`src/hdl/bwd_pkg.sv`:
```
// Constants, field layouts and carrier types of the wake-up, diagnostic and error register bank.
// Assumes a single 40 MHz system clock and a plain strobe register port.
//
// What this block does
// - External wake: drop interrupt after delay cycles
// - Raise interrupt set-lead cycles before expiry
// - Drop interrupt clear-lead cycles before expiry
// - Hold 10-bit fine counter phase fix
// - Hold 27-bit base timer fix
// - Disabled probe port drives all zeros
// - Six-bit selector picks each port's signals
// - Selector matters only while port enabled
// - Status mirrors four probe buses, port0 lowest
// - Hold 16-bit zone upper bound
// - Hold 16-bit zone lower bound
// - Flag invalid control-structure format value
// - Flag null transmit buffer pointer
// - Flag late radio exchange-memory access
// - Flag channel map count mismatch at hop start
// - Sleep timer counts duration in low-power cycles
// - Writing one after a wake applies corrections, enables counters
package bwd_pkg;

	localparam logic [31:0] WAKEUP_IRQ_TIMING_OFFSET       = 32'h4000003C;
	localparam logic [31:0] FINE_COUNTER_CORRECTION_OFFSET = 32'h40000040;
	localparam logic [31:0] BASE_TIME_CORRECTION_OFFSET    = 32'h40000044;
	localparam logic [31:0] DIAG_PORT_CONTROL_OFFSET       = 32'h40000050;
	localparam logic [31:0] DIAG_PORT_STATUS_OFFSET        = 32'h40000054;
	localparam logic [31:0] DEBUG_ZONE_UPPER_OFFSET        = 32'h40000058;
	localparam logic [31:0] DEBUG_ZONE_LOWER_OFFSET        = 32'h4000005C;
	localparam logic [31:0] LINK_ERROR_FLAGS_OFFSET        = 32'h40000060;
	localparam logic [31:0] SLEEP_CORRECTION_CTRL_OFFSET   = 32'h4000006C;

	localparam logic [31:0] REG_RESET_VALUE = 32'h00000000;

	// Writable bit masks; everything else reads zero
	localparam logic [31:0] WAKEUP_IRQ_TIMING_MASK  = 32'hFFFFFFFF;
	localparam logic [31:0] FINE_CORRECTION_MASK    = 32'h000003FF;
	localparam logic [31:0] BASE_CORRECTION_MASK    = 32'h07FFFFFF;
	localparam logic [31:0] DIAG_CONTROL_MASK       = 32'hBFBFBFBF;
	localparam logic [31:0] ZONE_BOUND_MASK         = 32'h0000FFFF;

	localparam int EXT_DELAY_LSB   = 21;
	localparam int SET_LEAD_LSB    = 10;
	localparam int CLEAR_LEAD_LSB  = 0;
	localparam int PROBE_EN_BIT    = 7;
	localparam int PROBE_SEL_LSB   = 0;
	localparam int PROBE_FIELD_W   = 8;
	localparam int CORR_APPLY_BIT  = 0;

	localparam int BAD_FORMAT_BIT      = 11;
	localparam int NULL_TX_POINTER_BIT = 10;
	localparam int RADIO_MEM_LATE_BIT  = 8;
	localparam int CHMAP_MISMATCH_BIT  = 7;

	localparam int PROBE_PORTS     = 4;
	localparam int PROBE_WIDTH     = 8;
	localparam int PROBE_SOURCES   = 64;
	localparam int CHANNEL_COUNT   = 37;

	typedef struct packed {
		logic [31:0] addr;
		logic [31:0] wdata;
		logic        wr;
		logic        rd;
	} bwd_bus_req_type;

	typedef struct packed {
		logic                    format_checked;
		logic                    format_invalid;
		logic                    tx_pointer_checked;
		logic [13:0]             tx_buffer_pointer;
		logic                    radio_memory_late;
		logic                    hop_start;
		logic [CHANNEL_COUNT-1:0] hop_channel_map;
		logic [5:0]              good_channel_count;
	} bwd_link_status_type;

	typedef enum logic [3:0] {
		SLP_AWAKE    = 4'b0001,
		SLP_COUNTING = 4'b0010,
		SLP_EXT_HOLD = 4'b0100,
		SLP_WOKEN    = 4'b1000
	} bwd_sleep_state_type;

endpackage

```
`src/hdl/bwd_wakeup_diag_error_regs.sv`:
```
// Wake-up interrupt timing, sleep timer, counter corrections, probe ports and error flags.
// Assumes the low-power clock and the external wake request arrive as pins, asynchronous to i_clock.
//
// Implementation choice: the address-and-strobe port.
`timescale 1ns/10ps
`default_nettype none

module bwd_wakeup_diag_error_regs
	import bwd_pkg::*;
(
	input  wire logic                                   i_clock,
	input  wire logic                                   i_sys_rst,
	input  wire bwd_bus_req_type                        i_bus,
	output logic [31:0]                                 o_rdata,
	input  wire logic                                   i_low_power_clock,
	input  wire logic                                   i_ext_wake_req,
	input  wire logic                                   i_sleep_start,
	input  wire logic [31:0]                            i_sleep_duration_target,
	output logic                                        o_low_power_wakeup_interrupt,
	output logic                                        o_sleeping,
	output logic                                        o_counters_enable,
	output logic                                        o_apply_corrections,
	output logic [9:0]                                  o_fine_counter_phase_fix,
	output logic [26:0]                                 o_base_timer_fix,
	output logic [15:0]                                 o_zone_upper_bound,
	output logic [15:0]                                 o_zone_lower_bound,
	input  wire logic [PROBE_SOURCES*PROBE_WIDTH-1:0]   i_probe_sources,
	output logic [PROBE_PORTS*PROBE_WIDTH-1:0]          o_probe_bus,
	input  wire bwd_link_status_type                    i_link_status
);

	logic [31:0]         timing_reg;
	logic [31:0]         fine_corr_reg;
	logic [31:0]         base_corr_reg;
	logic [31:0]         diag_ctrl_reg;
	logic [31:0]         zone_upper_reg;
	logic [31:0]         zone_lower_reg;
	logic [31:0]         error_flags_reg;
	logic [31:0]         error_flags_next;
	logic [31:0]         rdata_reg;
	logic [31:0]         rdata_next;
	logic [2:0]          lp_sync_reg;
	logic [1:0]          ext_sync_reg;
	logic [31:0]         remaining_reg;
	logic [10:0]         ext_count_reg;
	logic                irq_reg;
	logic                infinite_reg;
	logic                counters_en_reg;
	logic                apply_reg;
	bwd_sleep_state_type state_reg;
	bwd_sleep_state_type state_next;

	wire logic        wr_timing    = i_bus.wr && (i_bus.addr == WAKEUP_IRQ_TIMING_OFFSET);
	wire logic        wr_fine      = i_bus.wr && (i_bus.addr == FINE_COUNTER_CORRECTION_OFFSET);
	wire logic        wr_base      = i_bus.wr && (i_bus.addr == BASE_TIME_CORRECTION_OFFSET);
	wire logic        wr_diag      = i_bus.wr && (i_bus.addr == DIAG_PORT_CONTROL_OFFSET);
	wire logic        wr_upper     = i_bus.wr && (i_bus.addr == DEBUG_ZONE_UPPER_OFFSET);
	wire logic        wr_lower     = i_bus.wr && (i_bus.addr == DEBUG_ZONE_LOWER_OFFSET);
	wire logic        wr_corr      = i_bus.wr && (i_bus.addr == SLEEP_CORRECTION_CTRL_OFFSET);
	wire logic        rd_errors    = i_bus.rd && (i_bus.addr == LINK_ERROR_FLAGS_OFFSET);

	wire logic [10:0] ext_delay    = timing_reg[EXT_DELAY_LSB +: 11];
	wire logic [10:0] set_lead     = timing_reg[SET_LEAD_LSB +: 11];
	wire logic [9:0]  clear_lead   = timing_reg[CLEAR_LEAD_LSB +: 10];
	wire logic        lp_tick      = lp_sync_reg[1] && !lp_sync_reg[2];
	wire logic        ext_wake     = ext_sync_reg[1];
	// Latched at sleep start so a retargeted duration cannot turn a sleep finite
	wire logic        infinite     = infinite_reg;
	wire logic        hit_set      = (remaining_reg == {21'h000000, set_lead});
	wire logic        hit_clear    = (remaining_reg == {22'h000000, clear_lead});

	// Register writes; reserved bits masked off on the way in
	always_ff @(posedge i_clock) begin
		if (i_sys_rst) begin
			timing_reg     <= REG_RESET_VALUE;
			fine_corr_reg  <= REG_RESET_VALUE;
			base_corr_reg  <= REG_RESET_VALUE;
			diag_ctrl_reg  <= REG_RESET_VALUE;
			zone_upper_reg <= REG_RESET_VALUE;
			zone_lower_reg <= REG_RESET_VALUE;
		end else begin
			if (wr_timing)
				timing_reg <= i_bus.wdata & WAKEUP_IRQ_TIMING_MASK;
			if (wr_fine)
				fine_corr_reg <= i_bus.wdata & FINE_CORRECTION_MASK;
			if (wr_base)
				base_corr_reg <= i_bus.wdata & BASE_CORRECTION_MASK;
			if (wr_diag)
				diag_ctrl_reg <= i_bus.wdata & DIAG_CONTROL_MASK;
			if (wr_upper)
				zone_upper_reg <= i_bus.wdata & ZONE_BOUND_MASK;
			if (wr_lower)
				zone_lower_reg <= i_bus.wdata & ZONE_BOUND_MASK;
		end
	end

	assign o_fine_counter_phase_fix = fine_corr_reg[9:0];
	assign o_base_timer_fix         = base_corr_reg[26:0];
	assign o_zone_upper_bound       = zone_upper_reg[15:0];
	assign o_zone_lower_bound       = zone_lower_reg[15:0];

	// Probe ports: registered mux, forced to zero while disabled
	genvar port;
	generate
		for (port = 0; port < PROBE_PORTS; port++) begin : g_probe
			wire logic [7:0] ctrl_field = diag_ctrl_reg[port*PROBE_FIELD_W +: PROBE_FIELD_W];
			wire logic       port_en    = ctrl_field[PROBE_EN_BIT];
			wire logic [5:0] port_sel   = ctrl_field[PROBE_SEL_LSB +: 6];
			wire logic [7:0] picked     = i_probe_sources[port_sel*PROBE_WIDTH +: PROBE_WIDTH];
			logic [7:0]      bus_reg;
			always_ff @(posedge i_clock) begin
				if (i_sys_rst)
					bus_reg <= 8'h00;
				else
					bus_reg <= port_en ? picked : 8'h00;
			end
			assign o_probe_bus[port*PROBE_WIDTH +: PROBE_WIDTH] = bus_reg;
		end
	endgenerate

	// Error flags: sticky, cleared by reading; a new error in the read cycle stays set
	logic [5:0]       ones_count;
	always_comb begin
		ones_count = 6'h00;
		for (int ch = 0; ch < CHANNEL_COUNT; ch++)
			ones_count = ones_count + {5'h00, i_link_status.hop_channel_map[ch]};
	end

	wire logic err_format = i_link_status.format_checked && i_link_status.format_invalid;
	wire logic err_null   = i_link_status.tx_pointer_checked &&
	                        (i_link_status.tx_buffer_pointer == 14'h0000);
	wire logic err_radio  = i_link_status.radio_memory_late;
	wire logic err_chmap  = i_link_status.hop_start &&
	                        (ones_count != i_link_status.good_channel_count);

	always_comb begin
		error_flags_next = rd_errors ? REG_RESET_VALUE : error_flags_reg;
		if (err_format)
			error_flags_next[BAD_FORMAT_BIT] = 1'b1;
		if (err_null)
			error_flags_next[NULL_TX_POINTER_BIT] = 1'b1;
		if (err_radio)
			error_flags_next[RADIO_MEM_LATE_BIT] = 1'b1;
		if (err_chmap)
			error_flags_next[CHMAP_MISMATCH_BIT] = 1'b1;
	end

	always_ff @(posedge i_clock) begin
		if (i_sys_rst)
			error_flags_reg <= REG_RESET_VALUE;
		else
			error_flags_reg <= error_flags_next;
	end

	// Pin synchronisers; the edge detector reads only the later stages
	always_ff @(posedge i_clock) begin
		if (i_sys_rst) begin
			lp_sync_reg  <= 3'h0;
			ext_sync_reg <= 2'h0;
		end else begin
			lp_sync_reg  <= {lp_sync_reg[1:0], i_low_power_clock};
			ext_sync_reg <= {ext_sync_reg[0], i_ext_wake_req};
		end
	end

	// Sleep sequencing
	always_comb begin
		state_next = state_reg;
		unique case (state_reg)
			SLP_AWAKE: begin
				if (i_sleep_start)
					state_next = SLP_COUNTING;
			end
			SLP_COUNTING: begin
				if (ext_wake)
					state_next = SLP_EXT_HOLD;
				else if (lp_tick && !infinite && remaining_reg <= 32'h00000001)
					state_next = SLP_WOKEN;
			end
			SLP_EXT_HOLD: begin
				if (ext_count_reg == 11'h000)
					state_next = SLP_WOKEN;
			end
			SLP_WOKEN: begin
				if (i_sleep_start)
					state_next = SLP_COUNTING;
			end
		endcase
	end

	always_ff @(posedge i_clock) begin
		if (i_sys_rst) begin
			state_reg     <= SLP_AWAKE;
			remaining_reg <= REG_RESET_VALUE;
			ext_count_reg <= 11'h000;
			irq_reg       <= 1'b0;
			infinite_reg  <= 1'b0;
		end else begin
			state_reg <= state_next;
			if (i_sleep_start && state_reg != SLP_COUNTING && state_reg != SLP_EXT_HOLD) begin
				remaining_reg <= i_sleep_duration_target;
				infinite_reg  <= (i_sleep_duration_target == REG_RESET_VALUE);
				irq_reg       <= 1'b0;
			end else if (state_reg == SLP_COUNTING) begin
				if (ext_wake) begin
					// Software keeps the delay at least clear lead plus one
					irq_reg       <= 1'b1;
					ext_count_reg <= ext_delay;
				end else begin
					if (lp_tick && !infinite)
						remaining_reg <= remaining_reg - 32'h00000001;
					if (!infinite && hit_clear)
						irq_reg <= 1'b0;
					else if (!infinite && hit_set)
						irq_reg <= 1'b1;
				end
			end else if (state_reg == SLP_EXT_HOLD) begin
				if (ext_count_reg == 11'h000)
					irq_reg <= 1'b0;
				else if (lp_tick)
					ext_count_reg <= ext_count_reg - 11'h001;
			end
		end
	end

	assign o_low_power_wakeup_interrupt = irq_reg;
	assign o_sleeping                   = (state_reg == SLP_COUNTING) || (state_reg == SLP_EXT_HOLD);

	// Correction apply: write-one action, only after a wake from sleep
	always_ff @(posedge i_clock) begin
		if (i_sys_rst) begin
			counters_en_reg <= 1'b1;
			apply_reg       <= 1'b0;
		end else begin
			apply_reg <= wr_corr && i_bus.wdata[CORR_APPLY_BIT] && (state_reg == SLP_WOKEN);
			if (i_sleep_start)
				counters_en_reg <= 1'b0;
			else if (wr_corr && i_bus.wdata[CORR_APPLY_BIT] && state_reg == SLP_WOKEN)
				counters_en_reg <= 1'b1;
		end
	end

	assign o_counters_enable   = counters_en_reg;
	assign o_apply_corrections = apply_reg;

	// Read port: data in the cycle after the strobe only; unmapped reads zero
	always_comb begin
		rdata_next = REG_RESET_VALUE;
		if (i_bus.rd) begin
			unique case (i_bus.addr)
				WAKEUP_IRQ_TIMING_OFFSET:       rdata_next = timing_reg;
				FINE_COUNTER_CORRECTION_OFFSET: rdata_next = fine_corr_reg;
				BASE_TIME_CORRECTION_OFFSET:    rdata_next = base_corr_reg;
				DIAG_PORT_CONTROL_OFFSET:       rdata_next = diag_ctrl_reg;
				DIAG_PORT_STATUS_OFFSET:        rdata_next = o_probe_bus;
				DEBUG_ZONE_UPPER_OFFSET:        rdata_next = zone_upper_reg;
				DEBUG_ZONE_LOWER_OFFSET:        rdata_next = zone_lower_reg;
				LINK_ERROR_FLAGS_OFFSET:        rdata_next = error_flags_reg;
				default:                        rdata_next = REG_RESET_VALUE;
			endcase
		end
	end

	always_ff @(posedge i_clock) begin
		if (i_sys_rst)
			rdata_reg <= REG_RESET_VALUE;
		else
			rdata_reg <= rdata_next;
	end

	assign o_rdata = rdata_reg;

endmodule

`default_nettype wire

```
`config.mk`:
```
export PLATFORM = sky130hd
export DESIGN_NAME = bwd_wakeup_diag_error_regs
export DESIGN_NICKNAME = d
export VERILOG_FILES = /design/src/hdl/bwd_pkg.sv /design/src/hdl/bwd_wakeup_diag_error_regs.sv
export SDC_FILE = /design/constraint.sdc
export NUM_CORES = 1
export LEC_CHECK = 0
export BUFFER_PORTS_ARGS = -buffer_cell sky130_fd_sc_hd__buf_2
export CORE_AREA = 2 2 313 315
export DETAILED_ROUTE_END_ITERATION = 10
export DIE_AREA = 0 0 315 317
export PLACE_DENSITY = 0.59
export RECOVER_POWER = 25
export SYNTH_ARGS = -nofsm -noshare
export SYNTH_HDL_FRONTEND = slang
export SYNTH_SLANG_ARGS = --single-unit
```
`constraint.sdc`:
```
create_clock -name i_clock -period 12.5 [get_ports i_clock]
set_input_delay 1.875 -clock i_clock [delete_from_list [all_inputs] [get_ports i_clock]]
set_output_delay 1.875 -clock i_clock [all_outputs]
set_load 0.01 [all_outputs]
```
Word-level counts from Yosys, hierarchy flattened. Index checks and enable logic that the tools add are counted.

Register bits after elaboration: 253. Output and inout port bits: 137.

$add $sub $neg: 38. $lt $le $gt $ge: 1. Equal/unequal tests: 25. Shift-type cells: 4. Multiplexer cells: 28. Bitwise logic cells: 6. Reductions and logical operators: 47.

Operator list (number): indexed part select 512 x 10 -> 8 bit (4); equality test 32 x 31 -> 1 bit, second input constant (9); case mux 32 bit (8 select lines) (1); adder 6 x 1 -> 6 bit (31); two-way mux 32 bit (4); two-way mux 11 bit (5); equality test 32 x 10 -> 1 bit (1); equality test 32 x 11 -> 1 bit (1); less-or-equal comparator 32 x 1 -> 1 bit, second input constant (1); zero test 32 bit (1); subtractor 32 x 1 -> 32 bit, second input constant (1); logical AND 1 bit (20); nonzero test 2 bit (10); two-way mux 4 bit (4); zero test 14 bit (1); OR reduction 2 bit (7); two-way mux 1 bit (12); two-way mux 12 bit (1); case mux 4 bit (3 select lines) (1); zero test 11 bit (1); subtractor 11 x 1 -> 11 bit, second input constant (1); AND reduction 3 bit (3); != test 4 x 2 -> 1 bit, second input constant (2); adder 5 x 1 -> 6 bit (1); 17 further kinds (26).

Depth between registers and ports, before layout.
Word-level depth: 39. Gate-level depth with buffers: 18. Mapped depth without buffers: 18.

Worst setup path after synthesis. OpenSTA, ideal clock, no wires.

Kind: input to register. Start: input i_link_status[29] (netlist name). End: register error_flags_reg[7]. Library setup time: 133 ps. Arrival: 6070 ps. Data required time: 12367 ps. Setup slack: 6297 ps. Stages: 15. Cell sequence: fa_1 fa_1 inv_1 fa_1 inv_1 fa_1 fa_1 inv_1 fa_1 fa_1 nor2b_1 o21ai_0 or3_1 o21ai_0 a311oi_1.

Cells in the longest elaborated chain, start to end: 17. Elaborated cells between the ends (all ways): 18. Classes of those cells: 14 x add/sub; 1 x eq/ne; 1 x mux; 2 x reduce/logical.

RTL lines: start: declaration (RTL line bwd_wakeup_diag_error_regs.sv:29) `input wire bwd_link_status_type i_link_status`; adder 6 x 1 -> 6 bit * (14 in a row) (RTL line bwd_wakeup_diag_error_regs.sv:126) `ones_count = ones_count + {5'h00, i_link_status.hop_channel_map[ch]};`; != test 6 bit * (RTL line bwd_wakeup_diag_error_regs.sv:134) `(ones_count != i_link_status.good_channel_count);`; logical AND 1 bit * (RTL line bwd_wakeup_diag_error_regs.sv:133) `wire logic err_chmap = i_link_status.hop_start &&`; two-way mux 1 bit / nonzero test 2 bit (equally long branches); end signal: assignment (RTL line bwd_wakeup_diag_error_regs.sv:152) `error_flags_reg <= error_flags_next;`; end: declaration (RTL line bwd_wakeup_diag_error_regs.sv:38) `logic [31:0] error_flags_reg;`.

Every way passes the cells marked *; elsewhere a longest branch is shown, timed or not. A chain may end at the register's enable or synchronous reset.

Final worst setup path.
Start: input i_sys_rst. End: register rdata_reg[16], in the netlist o_rdata[16].

Cells in the longest elaborated chain, start to end: 1.

RTL lines: start: declaration (RTL line bwd_wakeup_diag_error_regs.sv:12) `input wire logic i_sys_rst,`; OR reduction 2 bit (no source line); end signal: assignment (RTL line bwd_wakeup_diag_error_regs.sv:268) `rdata_reg <= rdata_next;`; end: declaration (RTL line bwd_wakeup_diag_error_regs.sv:40) `logic [31:0] rdata_reg;`.

No other way between the ends.

==> metrics.md <==
| Metric | Value |
|---|---|
| Outcome | finished with violations |
| Violated checks | capacitance limit, slew limit |
| Crit Path Class | primary input to flip-flop |
| Placed cell count | 4494 |
| Detailed-router iteration count before antenna repair | 9 |
| Commonest cells after routing, fill and taps aside | 728 x buf_2, 480 x mux4_2, 284 x nand2_1 |
| Sequential cell area | 5100 µm² |
| Critical Path Start Type | primary input |
| Cell Area, Synth | 27300 µm² |
| Detail Route Antenna Nets | 0 |
| Hold slack | 447 ps |
| Sw frac | 31.6% |
| Async SR Flop Fraction | 0% |
| Final #Nets | 3965 |
| Sequential element share of the synthesized area | 18.5% |
| GR peak layer | met2 |
| PortBufs | 813 |
| Max rail drop VDD | 0.131 mV |
| Pint | 1800 µW |
| Grt met3 use | under 10% |
| Slew headroom | -148% |
| Initial antenna violation count | a little over 100 |
| Skew final | 24.7 ps |
| GRT Overall Usage | 31.1% |
| Min Tclk post-route | 7510 ps |
| Register share of total power | 31.6% |
| Share of cells above drive strength 1 | between 40% and 50% |
| Met2 Resource Use GR | about half |
| LEAKAGE | 0.0114 µW |
| Max Freq | 0.133 GHz |
| Share of the synthesized area in the top cell type | 39.6% |
| Syn nets | 3297 |
| Largest family of logic cells by synthesized area | multiplexers |
| Post-CTS Setup Bufs | 0 |
| Endpoints failing setup | 0 |
| Largest net degree at the start of global routing | 117 |
| DIE HEIGHT | 317 µm |
| Clock Tree Buf Depth | 3 |
| Starting Density | 28.4% |
| CORE AREA | approximately 96000 µm² |
| Max cap viols | 2 |
| Worst endpoint required time | 12930 ps |
| Clk sinks | around 250 |
| Fill cell count | 9919 |
| Non-filler cells, final | 4638 |
| Combinational power share | 31.1% |
| Avg Cell Area, Syn | 10.6 µm² |
| Number of synthesized flops with an enable pin | 0 |
| # IOs | 814 |
| Crit share post-route | around 60% |
| Rows | about 110 |
| Commonest non-fill, non-tap cell in the layout | buf_2 |
| Post-Synth Simple-Gate Area | between 10% and 20% |
| Die width | approximately 320 µm |
| Slew @ Worst Pin | ~3700 ps |
| H-tree levels | 1 |
| Area contributors post-synth | mux4_2 40%, dfxtp_1 19%, mux2i_1 6.0% |
| Compound-Gate Fraction of Synth Area | between 10% and 20% |
| Wirelength per Cell | about 35 µm |
| Die Area | 99900 µm² |
| DR vias/cell | between 6 and 7 |
| Initial DRC Count | between 3000 and 4000 |
| Final hold viol count | 0 |
| Worst EP arrival | a little under 8000 ps |
| Yosys reg bits | 253 |
| RSZ-0062 raised after global routing | false |
| GRT overflow | 0 |
| Post-Synth Adder-Cell Area | approximately 2.5% |
| Via count | 29600 |
| Slew Limit Fails | 138 |
| Area Growth Syn to Fin | 24.3% |
| Multiplexer share of the synthesized area | 45.6% |
| Final TNS setup | 0 ps |
| Cts-stage hold buffer count | 0 |
| Clock root cell | clkbuf_16 |
| Total wire length | 163 mm |
| Final instance area | 34000 µm² |
| Synth area leader | mux4_2 |
| Number of global-route vias before repair | around 28000 |
| Worst-skew pair later-pin latency | 590 ps |
| Clk pwr share | 37.3% |
| Remaining DRCs | 0 |
| Top_reg_cell synth | dfxtp_1 |
| Xor and xnor fraction of the mapped netlist area | less than 1% |
| Synth unique cells | 75 |
| Worst-path clk slew | 70 ps |
| PD cells | 77.6 nW/µm² |
| Hpwl dp | 126 mm |
| Psw | 831 µW |
| CTS Buf Count | 30 |
| Warnings from Yosys | 0 |
| Post_cts resized | 0 |
| Synth Instances | 2582 |
| Placed Instance Area | 32700 µm² |
| CTS tree | built |
| HP Class | flip-flop to flip-flop |
| Multi-input logic area | ~21000 µm² |
| Worst Path Max Fanout | 78 |
| Placer Congestion | 1.01 |
| Critical Path Sink Type | flip-flop |
| First-pass GRT wire length | ~220 mm |
| Met1 Usage GRT | 36.6% |
power groups by stage:
stage | sequential (µW) | clock, µW | combinational, µW
after global routing | 833 | 1040 | 917
after floorplan | 843 | 0 | 516
final | 832 | 983 | 820
after detailed placement | 849 | 0 | 810
after CTS | 831 | 1010 | 814
after global placement | 849 | 0 | 798
synthesized netlist by cell type (all sizes together) (9+ instances only):
library cell,instances
clkbuf,172
o311ai,9
nor2,105
inv,61
nand3b,9
a22oi,155
nand2b,16
a21oi,196
and2,11
nor3,28
nor3b,12
fa,28
a221oi,15
or3,12
a32oi,15
o21ai,41
mux2i,163
mux4,480
nand2,284
nand4,17
nand3,42
o22ai,22
nor4b,9
ha,10
o211ai,17
a222oi,37
nor4,43
xnor2,16
a2111oi,9
xor2,12
a31oi,31
or4,9
nor2b,28
dfxtp,253
a211oi,13
buf,85
o221ai,14
a22o,19
cell type report:
| type | count | share of cell area [%] |
|---|---|---|
| Clock buffer | 40 | 2.65 |
| Antenna cell | 88 | 0.648 |
| Clock inverter | 16 | 0.608 |
| Sequential cell | 253 | 15.0 |
| Timing Repair Buffer | 893 | 13.5 |
| Tap cell | 1276 | 4.70 |
| Multi-Input combinational cell | 2010 | 62.2 |
| Inverter | 62 | 0.685 |
routing by layer:
| metal | up-vias | wire length (µm) | part of all wire [%] |
|---|---|---|---|
| li1 | 12100 | - | - |
| met1 | 14700 | 56800 | 35 |
| met3 | 524 | 16900 | 10 |
| met2 | 2235 | 74600 | 46 |
| met4 | 32 | 14000 | 8.6 |
| met5 | - | 265 | 0.16 |
final timing paths:
check                                        from                     to  slack (ps)  depth (start not counted)
worst min register to register    ext_sync_reg[0]        ext_sync_reg[1]         450                          1
worst max-delay path                    i_sys_rst            o_rdata[16]        4990                          5
worst max register to register  diag_ctrl_reg[24]  g_probe[3].bus_reg[6]        8010                          7
worst min-delay path              ext_sync_reg[0]        ext_sync_reg[1]         450                          1
kinds of logic after synthesis:
family,count (synthesis)
AOI/OAI and AO/OA,649
xor gates and xnor gates,28
adders and majority gates,38
buffers and inverters,319
DFF,253
muxes,644
and+or+nand+nor,651
per-stage QoR:
stage / setup WS [ps] / total power (µW) / util [%]
2_1_floorplan: 6300 / 1360 / -
3_3_place_gp: 5960 / 1650 / 34.0
3_5_place_dp: 5920 / 1660 / 34.0
4_1_cts: 6560 / 2660 / 35.2
5_1_grt: 4500 / 2790 / 35.2
6_report: 4990 / 2630 / 35.3
worst max-delay path: stages:
cell      delay (ps)
clkbuf_1        2510
clkinv_1        1880
nand4_1         1020
buf_4            450
a21oi_1          100
Note: power is estimated with default switching activity, not from simulation.
